File: src/hw/cpt_defs.svh
`ifndef CPT_DEFS_SVH
`define CPT_DEFS_SVH

// ****************************************
// Register indices (byte address = 4 x index)
// ****************************************
`define CPT_IDX_CH0_CTRL   24'hFFFFB0
`define CPT_IDX_CH1_CTRL   24'hFFFFB1
`define CPT_IDX_CH0_STAT   24'hFFFFB2
`define CPT_IDX_CH1_STAT   24'hFFFFB3
`define CPT_IDX_PER_CONST  24'hFFFFB4
`define CPT_IDX_PCNT_CONST 24'hFFFFB5
`define CPT_IDX_HALF_CONST 24'hFFFFB6
`define CPT_IDX_CH1_CONB   24'hFFFFB7
`define CPT_IDX_PER_CNT    24'hFFFFB8
`define CPT_IDX_PULSE_CNT  24'hFFFFB9
`define CPT_IDX_CH0_CLK    24'hFFFFBA
`define CPT_IDX_CH1_CLK    24'hFFFFBB
`define CPT_IDX_STOP       24'hFFFDC8
`define CPT_IDX_IRQ_STAT   24'hFFFFC0
`define CPT_IDX_IRQ_MASK   24'hFFFFC1

// ****************************************
// Field positions
// ****************************************
`define CPT_MATCH_A_IRQ_ENABLE_BIT 6
`define CPT_CCLR_HI   4
`define CPT_CCLR_LO   3
`define CPT_CMFB_BIT  7
`define CPT_CMFA_BIT  6
`define CPT_STOP_BIT  8

// ****************************************
// Reset values
// ****************************************
`define CPT_RST_CTRL  8'h00
`define CPT_RST_STAT0 8'h09
`define CPT_RST_CONST 8'hFF
`define CPT_RST_STOP  1'b1
`define CPT_RST_MASK  3'h0

// ****************************************
// Timing
// ****************************************
`define CPT_ACLK_MHZ  200
`define CPT_PCLK_MHZ  16
`define CPT_STEP_NS   500
`define CPT_STEP_PCLK ((`CPT_STEP_NS * `CPT_PCLK_MHZ) / 1000)
`define CPT_MASK_D2    13'h0001
`define CPT_MASK_D8    13'h0007
`define CPT_MASK_D32   13'h001F
`define CPT_MASK_D64   13'h003F
`define CPT_MASK_D1024 13'h03FF
`define CPT_MASK_D8192 13'h1FFF

`endif

File: src/hw/cpt_pkg.sv
`default_nettype none
`include "cpt_defs.svh"
package cpt_pkg;
  typedef logic [7:0] cpt_byte_t;
  typedef enum logic [2:0] {
    CPT_CKS_OFF     = 3'h0,
    CPT_CKS_CASCADE = 3'h4
  } cpt_cks_e;

  // Count enable for a prescaled internal clock
  function automatic logic cpt_sel_tick(input logic [2:0] cks, input logic [1:0] icks,
                                        input logic [12:0] div, input logic pen);
    logic [12:0] m;
    m = 13'h0000;
    case (cks)
      3'h1:    m = icks[0] ? `CPT_MASK_D2 : `CPT_MASK_D8;
      3'h2:    m = icks[0] ? `CPT_MASK_D32 : `CPT_MASK_D64;
      3'h3:    m = icks[0] ? `CPT_MASK_D1024 : `CPT_MASK_D8192;
      default: m = 13'h0000;
    endcase
    // Falling edge taken half a period after the rising one
    return pen && (m != 13'h0000) && ((div & m) == (icks[1] ? (m >> 1) : m));
  endfunction

  function automatic logic cpt_apply_os(input logic pin, input logic [1:0] os);
    case (os)
      2'h1:    return 1'b0;
      2'h2:    return 1'b1;
      2'h3:    return ~pin;
      default: return pin;
    endcase
  endfunction

  function automatic logic cpt_hit(input logic [31:0] a, input logic [23:0] idx);
    return (a[31:26] == 6'h00) && (a[25:2] == idx);
  endfunction
endpackage
`default_nettype wire

File: src/hw/cpt_channel.sv
`default_nettype none
module cpt_channel
  import cpt_pkg::*;
(
  input  wire logic      aclk,    // System clock
  input  wire logic      aresetn, // Sync reset, low
  input  wire logic      tick,    // Count enable
  input  wire logic [1:0] cclr,   // Clear select
  input  wire cpt_byte_t cora,    // Constant A
  input  wire cpt_byte_t corb,    // Constant B
  input  wire logic      wr_en,   // Software write of counter
  input  wire cpt_byte_t wr_data, // Written value
  output cpt_byte_t      cnt,     // Counter
  output logic           eq_a,    // Counter equals A
  output logic           hit_a,   // First cycle of A match
  output logic           hit_b,   // First cycle of B match
  output logic           evt_a,   // Count edge while A match
  output logic           evt_b    // Count edge while B match
);
  logic eq_b;
  logic eq_a_q_ff;
  logic eq_b_q_ff;

  assign eq_a  = (cnt == cora);
  assign eq_b  = (cnt == corb);
  assign hit_a = eq_a && !eq_a_q_ff;
  assign hit_b = eq_b && !eq_b_q_ff;
  assign evt_a = tick && eq_a;
  assign evt_b = tick && eq_b;

  always_ff @(posedge aclk) begin
    if (!aresetn) begin
      eq_a_q_ff <= 1'b0;
      eq_b_q_ff <= 1'b0;
    end else begin
      eq_a_q_ff <= eq_a;
      eq_b_q_ff <= eq_b;
    end
  end

  always_ff @(posedge aclk) begin
    if (!aresetn) begin
      cnt <= 8'h00;
    end else if (wr_en) begin
      cnt <= wr_data;
    end else if (tick) begin
      if ((cclr == 2'h1 && eq_a) || (cclr == 2'h2 && eq_b)) begin
        cnt <= 8'h00;
      end else begin
        cnt <= cnt + 8'h01;
      end
    end
  end
endmodule // cpt_channel
`default_nettype wire

File: src/hw/cpt_prescaler.sv
`default_nettype none
`include "cpt_defs.svh"
module cpt_prescaler (
  input  wire logic        aclk,    // System clock
  input  wire logic        aresetn, // Sync reset, low
  input  wire logic        halt,    // Module stop
  output logic             pen,     // Peripheral clock enable
  output logic [12:0]      div      // Prescaler count
);
  logic [7:0] acc_ff;
  logic [8:0] nxt_acc;

  // Fractional divider: 16 enables per 200 clocks, jitter of one cycle
  assign nxt_acc = {1'b0, acc_ff} + 9'(`CPT_PCLK_MHZ);

  always_ff @(posedge aclk) begin
    if (!aresetn) begin
      acc_ff <= 8'h00;
      pen    <= 1'b0;
    end else if (halt) begin
      pen <= 1'b0;
    end else if (nxt_acc >= 9'(`CPT_ACLK_MHZ)) begin
      acc_ff <= 8'(nxt_acc - 9'(`CPT_ACLK_MHZ));
      pen    <= 1'b1;
    end else begin
      acc_ff <= nxt_acc[7:0];
      pen    <= 1'b0;
    end
  end

  always_ff @(posedge aclk) begin
    if (!aresetn) begin
      div <= 13'h0000;
    end else if (pen) begin
      div <= div + 13'h0001;
    end
  end
endmodule // cpt_prescaler
`default_nettype wire

File: src/hw/cpt_pulse_train.sv
// Behaviour
// - Channel one can count channel zero matches
// - Half-period match drives pulse pin high
// - Period match clears, drives low, advances pulses
// - Count reached clears pulse counter, raises interrupt
// - Clear select 01 clears on period match
// - Count 1 to 255 gives that many pulses
// - Period 1.0 to 128 us, 0.5 us steps
// - Stop bit 8 halts both channels
// - Clock select 100 on channel one counts period matches
// - Channel one clears on its constant match
// - Interrupt forwarded only while enable bit 6 set (count_reached_irq only; irq gates it with mask bit 0 instead)
//
// Our own choice: the AXI4-Lite slave port.
`default_nettype none
`include "cpt_defs.svh"
module cpt_pulse_train
(
  input  wire logic        aclk,            // System clock
  input  wire logic        aresetn,         // Sync reset, low
  input  wire logic [31:0] s_axi_awaddr,    // Write address
  input  wire logic        s_axi_awvalid,   // Write address valid
  output logic             s_axi_awready,   // Write address ready
  input  wire logic [31:0] s_axi_wdata,     // Write data
  input  wire logic [3:0]  s_axi_wstrb,     // Write strobes
  input  wire logic        s_axi_wvalid,    // Write data valid
  output logic             s_axi_wready,    // Write data ready
  output logic [1:0]       s_axi_bresp,     // Write response
  output logic             s_axi_bvalid,    // Write response valid
  input  wire logic        s_axi_bready,    // Write response ready
  input  wire logic [31:0] s_axi_araddr,    // Read address
  input  wire logic        s_axi_arvalid,   // Read address valid
  output logic             s_axi_arready,   // Read address ready
  output logic [31:0]      s_axi_rdata,     // Read data
  output logic [1:0]       s_axi_rresp,     // Read response
  output logic             s_axi_rvalid,    // Read data valid
  input  wire logic        s_axi_rready,    // Read data ready
  output logic             pulse_out_pin,   // Pulse train
  output logic             count_reached_irq, // Channel one match A request
  output logic             irq              // Masked sticky status
);
  import cpt_pkg::*;

  // ****************************************
  // Declarations
  // ****************************************
  logic        aw_held_ff;
  logic        w_held_ff;
  logic [31:0] awaddr_ff;
  logic [31:0] wdata_ff;
  logic [3:0]  wstrb_ff;
  logic        wr_go;
  logic        ar_hs;
  logic [31:0] rd_val;
  logic        rd_ok;
  logic        wr_ok;
  cpt_byte_t   wd;
  cpt_byte_t   ctrl0_ff, ctrl1_ff, stat0_ff, stat1_ff;
  cpt_byte_t   per_const_ff, pcnt_const_ff, half_const_ff, conb1_ff;
  logic [1:0]  clk0_ff, clk1_ff;
  logic        stop_ff;
  logic [2:0]  irq_stat_ff, irq_mask_ff, irq_evt;
  logic        pen;
  logic [12:0] div;
  logic        tick0, tick1;
  cpt_byte_t   period_counter, pulse_counter;
  logic        hit_a0, hit_b0, evt_a0, evt_b0;
  logic        eq_a1, hit_a1, hit_b1;
  logic        wr_cnt0, wr_cnt1;

  function automatic logic wr_hit(input logic [23:0] idx);
    return wr_go && wstrb_ff[0] && cpt_hit(awaddr_ff, idx);
  endfunction

  // ****************************************
  // Register bus
  // ****************************************
  assign wr_go = aw_held_ff && w_held_ff && !s_axi_bvalid;
  assign ar_hs = s_axi_arvalid && s_axi_arready;
  assign wd    = wdata_ff[7:0];

  always_ff @(posedge aclk) begin
    if (!aresetn) begin
      aw_held_ff    <= 1'b0;
      awaddr_ff     <= 32'h00000000;
      s_axi_awready <= 1'b0;
    end else if (s_axi_awvalid && s_axi_awready) begin
      aw_held_ff    <= 1'b1;
      awaddr_ff     <= s_axi_awaddr;
      s_axi_awready <= 1'b0;
    end else if (wr_go) begin
      aw_held_ff <= 1'b0;
    end else if (!aw_held_ff && !s_axi_bvalid) begin
      s_axi_awready <= 1'b1;
    end
  end

  always_ff @(posedge aclk) begin
    if (!aresetn) begin
      w_held_ff    <= 1'b0;
      wdata_ff     <= 32'h00000000;
      wstrb_ff     <= 4'h0;
      s_axi_wready <= 1'b0;
    end else if (s_axi_wvalid && s_axi_wready) begin
      w_held_ff    <= 1'b1;
      wdata_ff     <= s_axi_wdata;
      wstrb_ff     <= s_axi_wstrb;
      s_axi_wready <= 1'b0;
    end else if (wr_go) begin
      w_held_ff <= 1'b0;
    end else if (!w_held_ff && !s_axi_bvalid) begin
      s_axi_wready <= 1'b1;
    end
  end

  always_comb begin
    wr_ok = cpt_hit(awaddr_ff, `CPT_IDX_STOP) || cpt_hit(awaddr_ff, `CPT_IDX_IRQ_STAT) ||
            cpt_hit(awaddr_ff, `CPT_IDX_IRQ_MASK);
    for (int i = 0; i < 12; i++) begin
      if (cpt_hit(awaddr_ff, 24'(`CPT_IDX_CH0_CTRL + i))) wr_ok = 1'b1;
    end
  end

  always_ff @(posedge aclk) begin
    if (!aresetn) begin
      s_axi_bvalid <= 1'b0;
      s_axi_bresp  <= 2'h0;
    end else if (wr_go) begin
      s_axi_bvalid <= 1'b1;
      s_axi_bresp  <= wr_ok ? 2'h0 : 2'h2;
    end else if (s_axi_bready) begin
      s_axi_bvalid <= 1'b0;
    end
  end

  always_comb begin
    rd_ok  = 1'b1;
    rd_val = 32'h00000000;
    if (cpt_hit(s_axi_araddr, `CPT_IDX_CH0_CTRL)) rd_val[7:0] = ctrl0_ff;
    else if (cpt_hit(s_axi_araddr, `CPT_IDX_CH1_CTRL)) rd_val[7:0] = ctrl1_ff;
    else if (cpt_hit(s_axi_araddr, `CPT_IDX_CH0_STAT)) rd_val[7:0] = stat0_ff;
    else if (cpt_hit(s_axi_araddr, `CPT_IDX_CH1_STAT)) rd_val[7:0] = stat1_ff;
    else if (cpt_hit(s_axi_araddr, `CPT_IDX_PER_CONST)) rd_val[7:0] = per_const_ff;
    else if (cpt_hit(s_axi_araddr, `CPT_IDX_PCNT_CONST)) rd_val[7:0] = pcnt_const_ff;
    else if (cpt_hit(s_axi_araddr, `CPT_IDX_HALF_CONST)) rd_val[7:0] = half_const_ff;
    else if (cpt_hit(s_axi_araddr, `CPT_IDX_CH1_CONB)) rd_val[7:0] = conb1_ff;
    else if (cpt_hit(s_axi_araddr, `CPT_IDX_PER_CNT)) rd_val[7:0] = period_counter;
    else if (cpt_hit(s_axi_araddr, `CPT_IDX_PULSE_CNT)) rd_val[7:0] = pulse_counter;
    else if (cpt_hit(s_axi_araddr, `CPT_IDX_CH0_CLK)) rd_val[1:0] = clk0_ff;
    else if (cpt_hit(s_axi_araddr, `CPT_IDX_CH1_CLK)) rd_val[1:0] = clk1_ff;
    else if (cpt_hit(s_axi_araddr, `CPT_IDX_STOP)) rd_val[`CPT_STOP_BIT] = stop_ff;
    else if (cpt_hit(s_axi_araddr, `CPT_IDX_IRQ_STAT)) rd_val[2:0] = irq_stat_ff;
    else if (cpt_hit(s_axi_araddr, `CPT_IDX_IRQ_MASK)) rd_val[2:0] = irq_mask_ff;
    else rd_ok = 1'b0;
  end

  always_ff @(posedge aclk) begin
    if (!aresetn) begin
      s_axi_arready <= 1'b0;
      s_axi_rvalid  <= 1'b0;
      s_axi_rdata   <= 32'h00000000;
      s_axi_rresp   <= 2'h0;
    end else if (ar_hs) begin
      s_axi_arready <= 1'b0;
      s_axi_rvalid  <= 1'b1;
      s_axi_rdata   <= rd_val;
      s_axi_rresp   <= rd_ok ? 2'h0 : 2'h2;
    end else if (s_axi_rvalid && s_axi_rready) begin
      s_axi_rvalid  <= 1'b0;
      s_axi_arready <= 1'b1;
    end else if (!s_axi_rvalid) begin
      s_axi_arready <= 1'b1;
    end
  end

  // ****************************************
  // Configuration registers
  // ****************************************
  always_ff @(posedge aclk) begin
    if (!aresetn) begin
      ctrl0_ff      <= `CPT_RST_CTRL;
      ctrl1_ff      <= `CPT_RST_CTRL;
      per_const_ff  <= `CPT_RST_CONST;
      pcnt_const_ff <= `CPT_RST_CONST;
      half_const_ff <= `CPT_RST_CONST;
      conb1_ff      <= `CPT_RST_CONST;
      clk0_ff       <= 2'h0;
      clk1_ff       <= 2'h0;
      irq_mask_ff   <= `CPT_RST_MASK;
    end else begin
      if (wr_hit(`CPT_IDX_CH0_CTRL)) ctrl0_ff <= wd;
      if (wr_hit(`CPT_IDX_CH1_CTRL)) ctrl1_ff <= wd;
      if (wr_hit(`CPT_IDX_PER_CONST)) per_const_ff <= wd;
      if (wr_hit(`CPT_IDX_PCNT_CONST)) pcnt_const_ff <= wd;
      if (wr_hit(`CPT_IDX_HALF_CONST)) half_const_ff <= wd;
      if (wr_hit(`CPT_IDX_CH1_CONB)) conb1_ff <= wd;
      if (wr_hit(`CPT_IDX_CH0_CLK)) clk0_ff <= wd[1:0];
      if (wr_hit(`CPT_IDX_CH1_CLK)) clk1_ff <= wd[1:0];
      if (wr_hit(`CPT_IDX_IRQ_MASK)) irq_mask_ff <= wd[2:0];
    end
  end

  // Stop bit sits in byte lane 1, bits 15:8
  always_ff @(posedge aclk) begin
    if (!aresetn) begin
      stop_ff <= `CPT_RST_STOP;
    end else if (wr_go && wstrb_ff[1] && cpt_hit(awaddr_ff, `CPT_IDX_STOP)) begin
      stop_ff <= wdata_ff[`CPT_STOP_BIT];
    end
  end

  // ****************************************
  // Status flags
  // ****************************************
  // Writing 0 clears a flag; a match in the same cycle wins
  always_ff @(posedge aclk) begin
    if (!aresetn) begin
      stat0_ff <= `CPT_RST_STAT0;
    end else begin
      if (wr_hit(`CPT_IDX_CH0_STAT)) begin
        stat0_ff[3:0] <= wd[3:0];
        stat0_ff[`CPT_CMFB_BIT] <= wd[`CPT_CMFB_BIT] & stat0_ff[`CPT_CMFB_BIT] | hit_b0;
        stat0_ff[`CPT_CMFA_BIT] <= wd[`CPT_CMFA_BIT] & stat0_ff[`CPT_CMFA_BIT] | hit_a0;
      end else begin
        stat0_ff[`CPT_CMFB_BIT] <= stat0_ff[`CPT_CMFB_BIT] | hit_b0;
        stat0_ff[`CPT_CMFA_BIT] <= stat0_ff[`CPT_CMFA_BIT] | hit_a0;
      end
    end
  end

  always_ff @(posedge aclk) begin
    if (!aresetn) begin
      stat1_ff <= 8'h00;
    end else if (wr_hit(`CPT_IDX_CH1_STAT)) begin
      stat1_ff[`CPT_CMFB_BIT] <= wd[`CPT_CMFB_BIT] & stat1_ff[`CPT_CMFB_BIT] | hit_b1;
      stat1_ff[`CPT_CMFA_BIT] <= wd[`CPT_CMFA_BIT] & stat1_ff[`CPT_CMFA_BIT] | hit_a1;
    end else begin
      stat1_ff[`CPT_CMFB_BIT] <= stat1_ff[`CPT_CMFB_BIT] | hit_b1;
      stat1_ff[`CPT_CMFA_BIT] <= stat1_ff[`CPT_CMFA_BIT] | hit_a1;
    end
  end

  // ****************************************
  // Interrupts
  // ****************************************
  assign irq_evt = {hit_b0, hit_a0, hit_a1};

  always_ff @(posedge aclk) begin
    if (!aresetn) begin
      irq_stat_ff <= 3'h0;
    end else if (ar_hs && cpt_hit(s_axi_araddr, `CPT_IDX_IRQ_STAT)) begin
      irq_stat_ff <= irq_evt;
    end else begin
      irq_stat_ff <= irq_stat_ff | irq_evt;
    end
  end

  always_ff @(posedge aclk) begin
    if (!aresetn) begin
      irq               <= 1'b0;
      count_reached_irq <= 1'b0;
    end else begin
      irq               <= |(irq_stat_ff & irq_mask_ff);
      count_reached_irq <= stat1_ff[`CPT_CMFA_BIT] && ctrl1_ff[`CPT_MATCH_A_IRQ_ENABLE_BIT];
    end
  end

  // ****************************************
  // Timer channels
  // ****************************************
  cpt_prescaler u_presc (
    .aclk    (aclk),
    .aresetn (aresetn),
    .halt    (stop_ff),
    .pen     (pen),
    .div     (div)
  );

  // Prescaled step of Pclk/8 is 0.5 us at 16 MHz
  // Cascading both ways would loop, so channel zero treats 100 as off
  assign tick0 = !stop_ff && cpt_sel_tick(ctrl0_ff[2:0], clk0_ff, div, pen);
  assign tick1 = !stop_ff && ((ctrl1_ff[2:0] == CPT_CKS_CASCADE) ? evt_a0 :
                 cpt_sel_tick(ctrl1_ff[2:0], clk1_ff, div, pen));
  assign wr_cnt0 = wr_hit(`CPT_IDX_PER_CNT);
  assign wr_cnt1 = wr_hit(`CPT_IDX_PULSE_CNT);

  cpt_channel u_ch0 (
    .aclk    (aclk),
    .aresetn (aresetn),
    .tick    (tick0),
    .cclr    (ctrl0_ff[`CPT_CCLR_HI:`CPT_CCLR_LO]),
    .cora    (per_const_ff),
    .corb    (half_const_ff),
    .wr_en   (wr_cnt0),
    .wr_data (wd),
    .cnt     (period_counter),
    .eq_a    (),
    .hit_a   (hit_a0),
    .hit_b   (hit_b0),
    .evt_a   (evt_a0),
    .evt_b   (evt_b0)
  );

  cpt_channel u_ch1 (
    .aclk    (aclk),
    .aresetn (aresetn),
    .tick    (tick1),
    .cclr    (ctrl1_ff[`CPT_CCLR_HI:`CPT_CCLR_LO]),
    .cora    (pcnt_const_ff),
    .corb    (conb1_ff),
    .wr_en   (wr_cnt1),
    .wr_data (wd),
    .cnt     (pulse_counter),
    .eq_a    (eq_a1),
    .hit_a   (hit_a1),
    .hit_b   (hit_b1),
    .evt_a   (),
    .evt_b   ()
  );

  // Period match has priority when both constants are equal
  always_ff @(posedge aclk) begin
    if (!aresetn) begin
      pulse_out_pin <= 1'b0;
    end else if (evt_a0) begin
      pulse_out_pin <= cpt_apply_os(pulse_out_pin, stat0_ff[1:0]);
    end else if (evt_b0) begin
      pulse_out_pin <= cpt_apply_os(pulse_out_pin, stat0_ff[3:2]);
    end
  end
endmodule // cpt_pulse_train
`default_nettype wire

File: config.mk
export PLATFORM = sky130hd
export DESIGN_NAME = cpt_pulse_train
export DESIGN_NICKNAME = d
export VERILOG_FILES = /design/src/hw/cpt_pkg.sv /design/src/hw/cpt_channel.sv /design/src/hw/cpt_prescaler.sv /design/src/hw/cpt_pulse_train.sv
export VERILOG_INCLUDE_DIRS = /design/src /design/src/hw
export SDC_FILE = /design/constraint.sdc
export NUM_CORES = 1
export LEC_CHECK = 0
export BUFFER_PORTS_ARGS = -buffer_cell sky130_fd_sc_hd__buf_4
export CORE_AREA = 2 2 129 131
export DETAILED_ROUTE_END_ITERATION = 10
export DIE_AREA = 0 0 131 133
export GPL_TIMING_DRIVEN = 0
export PLACE_DENSITY = 0.81
export SETUP_SLACK_MARGIN = 0.05
export SYNTH_ARGS = -nofsm -noshare
export SYNTH_HDL_FRONTEND = slang
export SYNTH_SLANG_ARGS = --single-unit
File: constraint.sdc
create_clock -name aclk -period 3.3 [get_ports aclk]
set_clock_uncertainty 0.15 [all_clocks]
set_input_delay 0.165 -clock aclk [delete_from_list [all_inputs] [get_ports aclk]]
set_output_delay 0.165 -clock aclk [all_outputs]
set_load 0.02 [all_outputs]
==> flow_summary.yaml, run 1 <==
yosys:
  synth_largest_area_cell: "dfxtp_1"
  async_flop_share_pct: 0
  ys_ff_latch: 168
  yosysTopAreaCellShare_pct: 38.2
  yosysUniqueCellTypes: 72
  yosysSeqAreaShare_pct: 38.2
  yosys-top-cells-area: "dfxtp_1 (38%), nand2_1 (8.2%), a21oi_1 (5.3%)"
  yosysMostFrequentCell: "nand2_1"
  synth_flop_cell: "dfxtp_1"
  synthCells: 1139
  syn_area_um2: 8800
  synth.avg_cell_area_um2: 7.73
  synthTopCellsByCount: "nand2_1 (192), dfxtp_1 (168), nor2_1 (98)"
  yosysWarningCount: 0
  synth-edff-count: 0
clock_tree:
  cts_max_level: 4
  clkTransAtPathRegs_ns: 0.07
  clk_path_buf_depth: 2
  insertion_delay_ns: 0.44
  numCtsBuffers: 17
  cts.sinks: 168
  cts_tree: "yes"
  clockRootBuffer: "clkbuf_16"
worst_setup_path:
  path_max_fanout: 7
  cp.required_ns: 3.46
  worstPathArrival_ns: 3.30
  cp-start-kind: "register"
  cp-end-kind: "register"
  crit_type: "reg -> reg"
drt:
  ant_nets: 0
  wl_per_cell_um: 18.4
  drt_first_pass_iters: 5
  avgViaCountPerCell: 5.86
  first_iter_violations: 785
  num_vias: 9099
  route.detailed.drc: 0
  wirelength_um: 28600
power_and_ir_drop:
  ir_worst_vdd_mv: 0.376
  p_leak_nw: 4.13
  power_density_nw_per_um2: 412
floorplanning:
  core_region_area_um2: 16200
  die_width_um: 131
  num_rows: 47
  start_util_pct: 54.4
  ios: 151
  die_y_um: 133
  die_area_um2: 17400
global_route:
  met2_usage_pct: 53.2
  grt_max_degree: 17
  grt_pass1_wl_um: 43800
  antenna_found_initial: 0
  grt_pass1_vias: 8330
  grt-busiest-layer: "met2"
  grt_use_met1_pct: 41.3
  grt.total_usage_pct: 32.8
  grt.overflow.total: 0
  met3_usage_pct: 6.23
placed_design:
  globalplace.congestion: 0.960
  io_buffers: 94
  placed_area_um2: 9870
  pre_cts_slack_ns: -0.0282
  dp_hpwl_um: 19900
timing:
  setup_violations: 0
  fin_crit_sh_pct: 95.1
  drv_slew: 0
  final.setup.tns_ns: 0
  slew_headroom_pct: 4.83
  fin_ws_ns: 0.163
  worstMarginPinSlew_ns: 1.41
  hold_ws_ns: 0.0211
  hold_viol: 0
  rsz0062_at_grt: "no"
  fin_crit_ns: 3.14
  max_freq_mhz: 319
finish:
  layout-drive-gt1-share_pct: 14.1
  post-route-util_pct: 67.8
  nets: 1439
  multi_input_area_um2: 4990
  antennaDiodeCount: 0
  postLayoutCellArea_um2: 11000
  syn_to_final_growth_pct: 24.5
  ff_latch_area_um2: 3360
  fill_cells: 1324
worst_hold_path:
  hold_class: "in -> reg"
outcome:
  run_status: "finished, final reports clean"
job:
  maxCapViolCount: 0
==> kinds of logic after synthesis <==
logic type	synth area share, %
AO/OA/AOI/OAI	16.8
XOR/XNOR	5.17
adder cells (fa/ha/maj)	1.56
buffers and inverters	6.52
flip-flops	38.2
multiplexers	5.13
other	0.0426
AND/OR/NAND/NOR	26.5
==> power breakdown <==
| part | internal [W] | total (W) | leakage [nW] | switching, W |
|---|---|---|---|---|
| clock network | 0.00108 | 0.00199 | 0.279 | 0.000910 |
| logic | 0.000187 | 0.000437 | 2.49 | 0.000250 |
| registers | 0.00206 | 0.00209 | 1.36 | 0.0000257 |
| total | 0.00333 | 0.00452 | 4.13 | 0.00119 |
==> sequential cells by signal, summed over array words and instances, names as in the netlist, 2 cells and up <==
| register | count |
|---|---|
| conb1_ff | 8 |
| awaddr_ff | 30 |
| s_axi_rdata | 9 |
| u_presc.acc_ff | 5 |
| clk1_ff | 2 |
| u_ch1.cnt | 8 |
| ctrl0_ff | 8 |
| irq_stat_ff | 3 |
| half_const_ff | 8 |
| clk0_ff | 2 |
| irq_mask_ff | 3 |
| wstrb_ff | 2 |
| per_const_ff | 8 |
| ctrl1_ff | 8 |
| stat1_ff | 2 |
| u_ch0.cnt | 8 |
| pcnt_const_ff | 8 |
| u_presc.div | 13 |
| wdata_ff | 9 |
| stat0_ff | 6 |
==> per-layer routing <==
| metal | vias to the layer above | routed length, µm |
|---|---|---|
| met1 | 4248 | 11300 |
| met2 | 470 | 13300 |
| met3 | 97 | 2600 |
| met5 | - | 0 |
| met4 | 0 | 1420 |
| li1 | 4284 | - |
==> layout by cell type, fill, tap and decap left out, types with 4 or more instances in the layout <==
cell / count
nand4_1: 31
nand3_1: 50
nand3b_1: 4
or2_2: 10
xnor2_1: 43
a22oi_1: 8
a221oi_1: 6
o21ai_0: 65
mux2i_1: 35
nor3_1: 20
conb_1: 25
inv_1: 24
nand2b_1: 16
nor2_2: 4
ha_1: 11
and2_1: 11
a21oi_1: 93
o211ai_1: 16
a31oi_1: 18
buf_4: 119
inv_6: 5
clkbuf_16: 17
mux2_2: 7
dfxtp_1: 168
dlygate4sd3_1: 49
o22ai_1: 6
nand2_1: 192
nor2b_1: 9
or3_1: 11
xor2_1: 9
o21a_1: 7
nor2_1: 96
clkbuf_1: 67
and3_1: 6
nor3b_1: 4
==> worst max-delay path, cell delays in order, from the launching register on <==
cell and delay, ns:
dfxtp_1 0.34, clkbuf_1 0.41, xnor2_1 0.20, nand4_1 0.20, o41ai_1 1.16, or3b_4 0.34, or3b_1 0.13, a31oi_1 0.07
==> area by class of cell <==
type | instances | area share, %
Clock inverter | 13 | 1.22
Multi-Input combinational cell | 870 | 45.5
Tap cell | 220 | 2.51
Buffer | 96 | 4.25
Inverter | 25 | 0.856
Clock buffer | 19 | 4.04
Sequential cell | 168 | 30.7
Timing Repair Buffer | 143 | 10.9
==> worst paths after layout <==
path,end,cells past startpoint,slack [ns],startpoint
worst max-delay path,u_ch1.cnt[2]$_SDFFE_PN0P_,7,0.16,u_ch1.cnt[0]$_SDFFE_PN0P_
worst min-delay path,s_axi_rdata[8]$_SDFFE_PN0P_,4,0.02,s_axi_araddr[5]
worst max register to register,u_ch1.cnt[2]$_SDFFE_PN0P_,7,0.16,u_ch1.cnt[0]$_SDFFE_PN0P_
worst min register to register,stat1_ff[7]$_SDFF_PN0_,1,0.28,u_ch1.eq_b_q_ff$_SDFF_PN0_
==> through the flow <==
step / total power [W] / std cells
6_report: 0.00452 / 1554
4_1_cts: 0.00448 / 1558
2_1_floorplan: 0.00235 / 1163
3_3_place_gp: 0.00250 / 1477
5_1_grt: 0.00462 / 1554
3_5_place_dp: 0.00251 / 1477
==> what timing repair did <==
action / CTS / global route
endpoints found under the setup margin: 6 / 46
hold buffers: 49 / 0
endpoints found under the hold margin: 48 / 0
setup buffers: 0 / 0
gates resized for setup: 1 / 6
(Power assumes the default switching activity.)
==> inputs of run 2 (changes only) <==
CORE_AREA = 2 2 135 137   (was 2 2 129 131)
DIE_AREA = 0 0 137 139   (was 0 0 131 133)
MAX_ROUTING_LAYER = met4   (was default)
SYNTH_HIERARCHICAL = 1   (was default)
==> run 2 against run 1 <==
Net effect:
- sequential power hardly changed
- non-clock buffer count is 11 higher
- clock power is 7% higher
- worst setup slack worse by 0.019 ns
- critical endpoint is now u_ch1/cnt[0]$_SDFFE_PN0P_
- largest power group is now the clock network
==> flow_summary.yaml, run 2 <==
yosys:
  synth.avg_cell_area_um2: 8.26
  synthCells: 1165
  syn_area_um2: 9620
  yosysWarningCount: 6
placed_design:
  placed_cells: 1513
  pre_cts_slack_ns: -0.751
  io_buffers: 95
  globalplace.congestion: 0.991
  dp_hpwl_um: 21400
clock_tree:
  cts_tree: "yes"
  clk_path_buf_depth: 2
  cts.sinks: 168
  clockRootBuffer: "clkbuf_16"
  numCtsBuffers: 17
  insertion_delay_ns: 0.44
  clkTransAtPathRegs_ns: 0.06
  cts_max_level: 4
worst_setup_path:
  path_max_fanout: 6
  cp-end-kind: "register"
  cp-start-kind: "register"
  worstPathArrival_ns: 3.35
  crit_type: "reg -> reg"
  cp.required_ns: 3.49
global_route:
  grt_max_degree: 17
  antenna_found_initial: 0
  grt_pass1_wl_um: 49000
  grt.overflow.total: 0
  grt.total_usage_pct: 33.9
  grt_pass1_vias: 9349
floorplanning:
  core_region_area_um2: 17700
  die_width_um: 137
  num_rows: 49
  die_y_um: 139
  ios: 151
  die_area_um2: 19000
  start_util_pct: 54.5
timing:
  rsz0062_at_grt: "yes"
  drv_slew: 0
  fin_crit_sh_pct: 95.7
  fin_ws_ns: 0.143
  slew_headroom_pct: 40.2
  setup_violations: 0
  worstMarginPinSlew_ns: 0.896
  fin_crit_ns: 3.16
  hold_ws_ns: 0.0535
  max_freq_mhz: 317
  hold_viol: 0
power_and_ir_drop:
  ir_worst_vdd_mv: 0.406
  power_density_nw_per_um2: 393
  p_leak_nw: 4.48
finish:
  largest_reg_flops: 30
  finalNonFillerCells: 1606
  top_regs: "awaddr_ff x30, u_presc/div x13"
  syn_to_final_growth_pct: 25.8
  final_cell_mix: "nand2_1 (223), dfxtp_1 (162), buf_4 (133)"
  antennaDiodeCount: 0
  post-route-util_pct: 68.5
  fill_cells: 1358
  largest-register: "awaddr_ff"
  nets: 1482
  final_common_cell: "nand2_1"
  layout-drive-gt1-share_pct: 18.2
drt:
  drt_first_pass_iters: 6
  first_iter_violations: 1075
  avgViaCountPerCell: 6.04
  ant_nets: 0
  wl_per_cell_um: 19.5
  wirelength_um: 31300
  num_vias: 9696
  route.detailed.drc: 0
outcome:
  run_status: "finished, final reports clean"
worst_hold_path:
  hold_class: "in -> reg"
job:
  maxCapViolCount: 0
[run 2: changes by cell type in the layout (fill, tap and decap cells not counted), moves of 17 or more]
cell,previous run,this run
clkbuf_1,67,50
nor2_1,96,37
nor2b_1,9,28
a21boi_0,3,52
a21oi_1,93,31
nand2_1,192,223
[run 2: per-stage QoR]
stage / power, W / setup TNS, ns / instance area (µm²)
3_3_place_gp: 0.00260 / -4.97 / 10700
6_report: 0.00476 / 0 / 12100
5_1_grt: 0.00488 / -0.393 / 12100
2_1_floorplan: 0.00243 / 0 / 9730
3_5_place_dp: 0.00261 / -5.28 / 10700
4_1_cts: 0.00473 / 0 / 12000
[run 2: worst max-delay path, stage by stage, from the launching register on]
cell	delay, ns
dfxtp_2	0.34
buf_8	0.12
nor3b_4	0.19
a21o_1	0.11
a22oi_1	0.08
o21ai_1	0.16
nand4b_1	0.14
a21oi_2	0.17
clkbuf_8	0.16
inv_4	0.04
nor4_4	0.24
a31oi_2	0.17
a211oi_4	0.19
buf_6	0.17
inv_6	0.05
or3_4	0.38
o41ai_2	0.20
[run 2: final cells by class]
type / count / area [µm²] / area share [%]
Timing Repair Buffer: 157 / 1300 / 10.8
Inverter: 26 / 109 / 0.900
Sequential cell: 168 / 3370 / 27.9
Buffer: 93 / 572 / 4.72
Tap cell: 229 / 287 / 2.37
Clock inverter: 12 / 175 / 1.45
Clock buffer: 20 / 447 / 3.69
Multi-Input combinational cell: 901 / 5840 / 48.2
[run 2: worst paths after layout]
path / from / cells past startpoint / endpoint / slack [ns]
max reg2reg: clk0_ff[1]$_SDFFE_PN0P_ / 16 / u_ch1/cnt[0]$_SDFFE_PN0P_ / 0.14
min: s_axi_araddr[30] / 5 / s_axi_rdata[2]$_SDFFE_PN0P_ / 0.05
max: clk0_ff[1]$_SDFFE_PN0P_ / 16 / u_ch1/cnt[0]$_SDFFE_PN0P_ / 0.14
min reg2reg: ctrl0_ff[7]$_SDFFE_PN0P_ / 2 / ctrl0_ff[7]$_SDFFE_PN0P_ / 0.31
[run 2: power by group]
part | switching, W | internal (W)
clock network | 0.000841 | 0.00128
registers | 0.0000454 | 0.00207
logic | 0.000276 | 0.000240
[run 2: metal layers]
layer	wire length (µm)	up-vias	GRT usage, %
li1	-	4491	-
met4	1470	0	15.2
met5	0	-	-
met2	14800	555	54.6
met3	2980	114	5.81
met1	12000	4536	41.3
[run 2: what timing repair did]
item | in CTS | in global routing
buffers inserted | 12 | 2
hold buffers | 48 | 0
hold endpoints to repair | 51 | 0
endpoints found under the setup margin | 8 | 9
gates resized for setup | 28 | 14
pin swaps | 15 | 11
==> inputs of run 3 (changes only) <==
CORE_AREA = 2 2 132 134   (was 2 2 135 137)
DIE_AREA = 0 0 134 136   (was 0 0 137 139)
PLACE_DENSITY = 0.84   (was 0.81)
==> run 3 against run 2 <==
Net effect:
- final cell count is 0.25% higher
- via count is 0.50% lower
- first-iteration DRC count is 9.6% lower
- worst setup slack worse by 0.081 ns
- critical path depth is 1 higher
- count of clock-buffer cells in the layout is 2 lower
- register-to-register slack worse by 0.08 ns
- largest power group is now sequential cells
- sequential power hardly changed
- wire length is 0.48% lower
- global-route usage is 0.95 points higher
- die area is 4.3% lower
==> flow_summary.yaml, run 3 (synthesized netlist as in run 2, its figures left out) <==
finish:
  largest-register: "awaddr_ff"
  finalNonFillerCells: 1610
  postLayoutCellArea_um2: 12100
  largest_reg_flops: 30
  fill_cells: 1252
  final_cell_mix: "nand2_1 (223), dfxtp_1 (160), buf_4 (140)"
  final_common_cell: "nand2_1"
  syn_to_final_growth_pct: 25.9
  layout-drive-gt1-share_pct: 19.1
  post-route-util_pct: 71.8
  nets: 1490
  antennaDiodeCount: 0
  top_regs: "awaddr_ff x30, u_presc/div x13"
drt:
  first_iter_violations: 972
  num_vias: 9648
  route.detailed.drc: 0
  drt_first_pass_iters: 6
  wl_per_cell_um: 19.3
  wirelength_um: 31100
  ant_nets: 0
  avgViaCountPerCell: 5.99
timing:
  drv_slew: 0
  fin_crit_sh_pct: 98.1
  rsz0062_at_grt: "yes"
  hold_viol: 0
  final.setup.tns_ns: 0
  slew_headroom_pct: 35.3
  max_freq_mhz: 309
  fin_crit_ns: 3.24
  setup_violations: 0
  worstMarginPinSlew_ns: 0.970
  hold_ws_ns: 0.0615
floorplanning:
  die_y_um: 136
  ios: 151
  die_width_um: 134
  die_area_um2: 18200
  start_util_pct: 57.0
  core_region_area_um2: 16900
  num_rows: 48
global_route:
  grt_max_degree: 17
  antenna_found_initial: 0
  grt.overflow.total: 0
  grt_pass1_vias: 9133
  grt.total_usage_pct: 34.9
  grt_pass1_wl_um: 48000
placed_design:
  dp_hpwl_um: 21400
  placed_area_um2: 10700
  globalplace.congestion: 0.999
  io_buffers: 95
  placed_cells: 1509
clock_tree:
  cts_tree: "yes"
  clk_path_buf_depth: 2
  clkTransAtPathRegs_ns: 0.07
  insertion_delay_ns: 0.43
  cts_max_level: 4
  clockRootBuffer: "clkbuf_16"
  cts.sinks: 168
  numCtsBuffers: 17
worst_setup_path:
  cp.required_ns: 3.49
  cp-end-kind: "register"
  cpMaxStageDelayCell: "or3_4"
  worstPathArrival_ns: 3.43
  rrSetupSlack_ns: 0.06
  cp-start-kind: "register"
  critPathTopFamily: "compound AO/OA/AOI/OAI gates"
  crit_path_max_incr_delay_ns: 0.42
  worst-path-buf-inv: 6
  r2r-end: "u_ch1/cnt[6]$_SDFFE_PN0P_"
  crit_type: "reg -> reg"
  crit_chain: "buf_8 -> nor3b_2 -> a21o_1 -> a22oi_2 -> o21ai_1 -> nand4b_1 -> a21oi_2 -> clkbuf_8 -> inv_4 -> nor4_4 -> buf_6 -> a31oi_4 -> a211oi_4 -> inv_2 -> or3_4 -> buf_4 -> o41ai_2"
  reg2reg_depth: 17
  regToRegStartpoint: "clk0_ff[1]$_SDFFE_PN0P_"
  path_max_fanout: 7
power_and_ir_drop:
  p_int_w: 0.00342
  clkPwrFrac_pct: 43.1
  p_sw_w: 0.00119
  pwr-share-seq_pct: 45.8
  swShare_pct: 25.7
  power_frac_comb_pct: 11.1
  power_density_nw_per_um2: 381
  ir_worst_vdd_mv: 0.373
  p_leak_nw: 4.49
worst_hold_path:
  hold_class: "in -> reg"
  worstHoldEndpoint: "s_axi_rdata[7]$_SDFFE_PN0P_"
  min_from: "s_axi_arvalid"
  min_path_cells: 5
outcome:
  run_status: "finished, final reports clean"
job:
  maxCapViolCount: 0
[run 3: cell count changes in the layout (fill, tap and decap cells not counted), moves of 2 or more]
| cell | delta |
|---|---|
| bufinv_16 | -2 |
| buf_4 | +7 |
| clkbuf_1 | -2 |
| inv_2 | +2 |
| dfxtp_1 | -2 |
| dfxtp_4 | +3 |
[run 3: worst max path at each step]
stage | startpoint | endpoint | slack (ns) | depth (start not counted)
2_1_floorplan | clk0_ff[1]$_SDFFE_PN0P_ | u_ch1/cnt[6]$_SDFFE_PN0P_ | 0.12 | 15
3_3_place_gp | clk0_ff[1]$_SDFFE_PN0P_ | u_ch1/cnt[7]$_SDFFE_PN0P_ | -0.71 | 15
3_5_place_dp | clk0_ff[1]$_SDFFE_PN0P_ | u_ch1/cnt[6]$_SDFFE_PN0P_ | -0.83 | 15
4_1_cts | clk0_ff[1]$_SDFFE_PN0P_ | u_ch1/cnt[2]$_SDFFE_PN0P_ | 0.003 | 16
5_1_grt | clk0_ff[1]$_SDFFE_PN0P_ | u_ch1/cnt[0]$_SDFFE_PN0P_ | -0.009 | 16
6_report | clk0_ff[1]$_SDFFE_PN0P_ | u_ch1/cnt[6]$_SDFFE_PN0P_ | 0.06 | 17
[run 3: worst reg2reg max path, stage by stage, from the launching register on]
cell and delay [ns]:
dfxtp_2 0.34, buf_8 0.12, nor3b_2 0.16, a21o_1 0.11
a22oi_2 0.07, o21ai_1 0.14, nand4b_1 0.13, a21oi_2 0.16
clkbuf_8 0.16, inv_4 0.04, nor4_4 0.15, buf_6 0.16
a31oi_4 0.08, a211oi_4 0.33, inv_2 0.11, or3_4 0.42
buf_4 0.16, o41ai_2 0.20
[run 3: per-layer routing]
layer / track usage, % / up-vias / wire length, µm / share of wire (%)
li1: - / 4498 / - / -
met3: 7.23 / 93 / 3160 / 10
met2: 57.0 / 581 / 14700 / 47
met1: 41.1 / 4476 / 11900 / 38
met5: - / - / 0 / 0
met4: 16.9 / 0 / 1360 / 4.4
[run 3: metrics by stage]
step	setup WS (ns)	total power [W]
5_1_grt	-0.00948	0.00472
3_5_place_dp	-0.831	0.00261
2_1_floorplan	0.115	0.00243
3_3_place_gp	-0.708	0.00260
4_1_cts	0.00327	0.00459
6_report	0.0627	0.00461
[run 3: power by group through the flow]
stage / Combinational (W) / Clock [W] / Sequential [W]
CTS: 0.000494 / 0.00198 / 0.00211
finish: 0.000511 / 0.00199 / 0.00211
global placement: 0.000442 / 0 / 0.00216
global route: 0.000551 / 0.00206 / 0.00211
floorplan: 0.000276 / 0 / 0.00215
detailed placement: 0.000448 / 0 / 0.00216
[run 3: area by class of cell]
| type | count | area, µm² | share of cell area, % |
|---|---|---|---|
| multi-input combinational | 901 | 5830 | 48.1 |
| sequential | 168 | 3380 | 27.9 |
| timing repair buffer | 165 | 1370 | 11.3 |
| buffer | 93 | 573 | 4.73 |
| clock buffer | 18 | 429 | 3.54 |
| tap | 225 | 282 | 2.32 |
| clock inverter | 14 | 150 | 1.24 |
| inverter | 26 | 100 | 0.827 |
[run 3: timing repair]
item / 4_1_cts / 5_1_grt
buffers inserted: 8 / 14
hold buffers: 48 / 0
pin swaps: 10 / 16
endpoints found under the setup margin: 8 / 16
hold endpoints to repair: 51 / 0
cloned: 0 / 0
resized for setup: 31 / 17
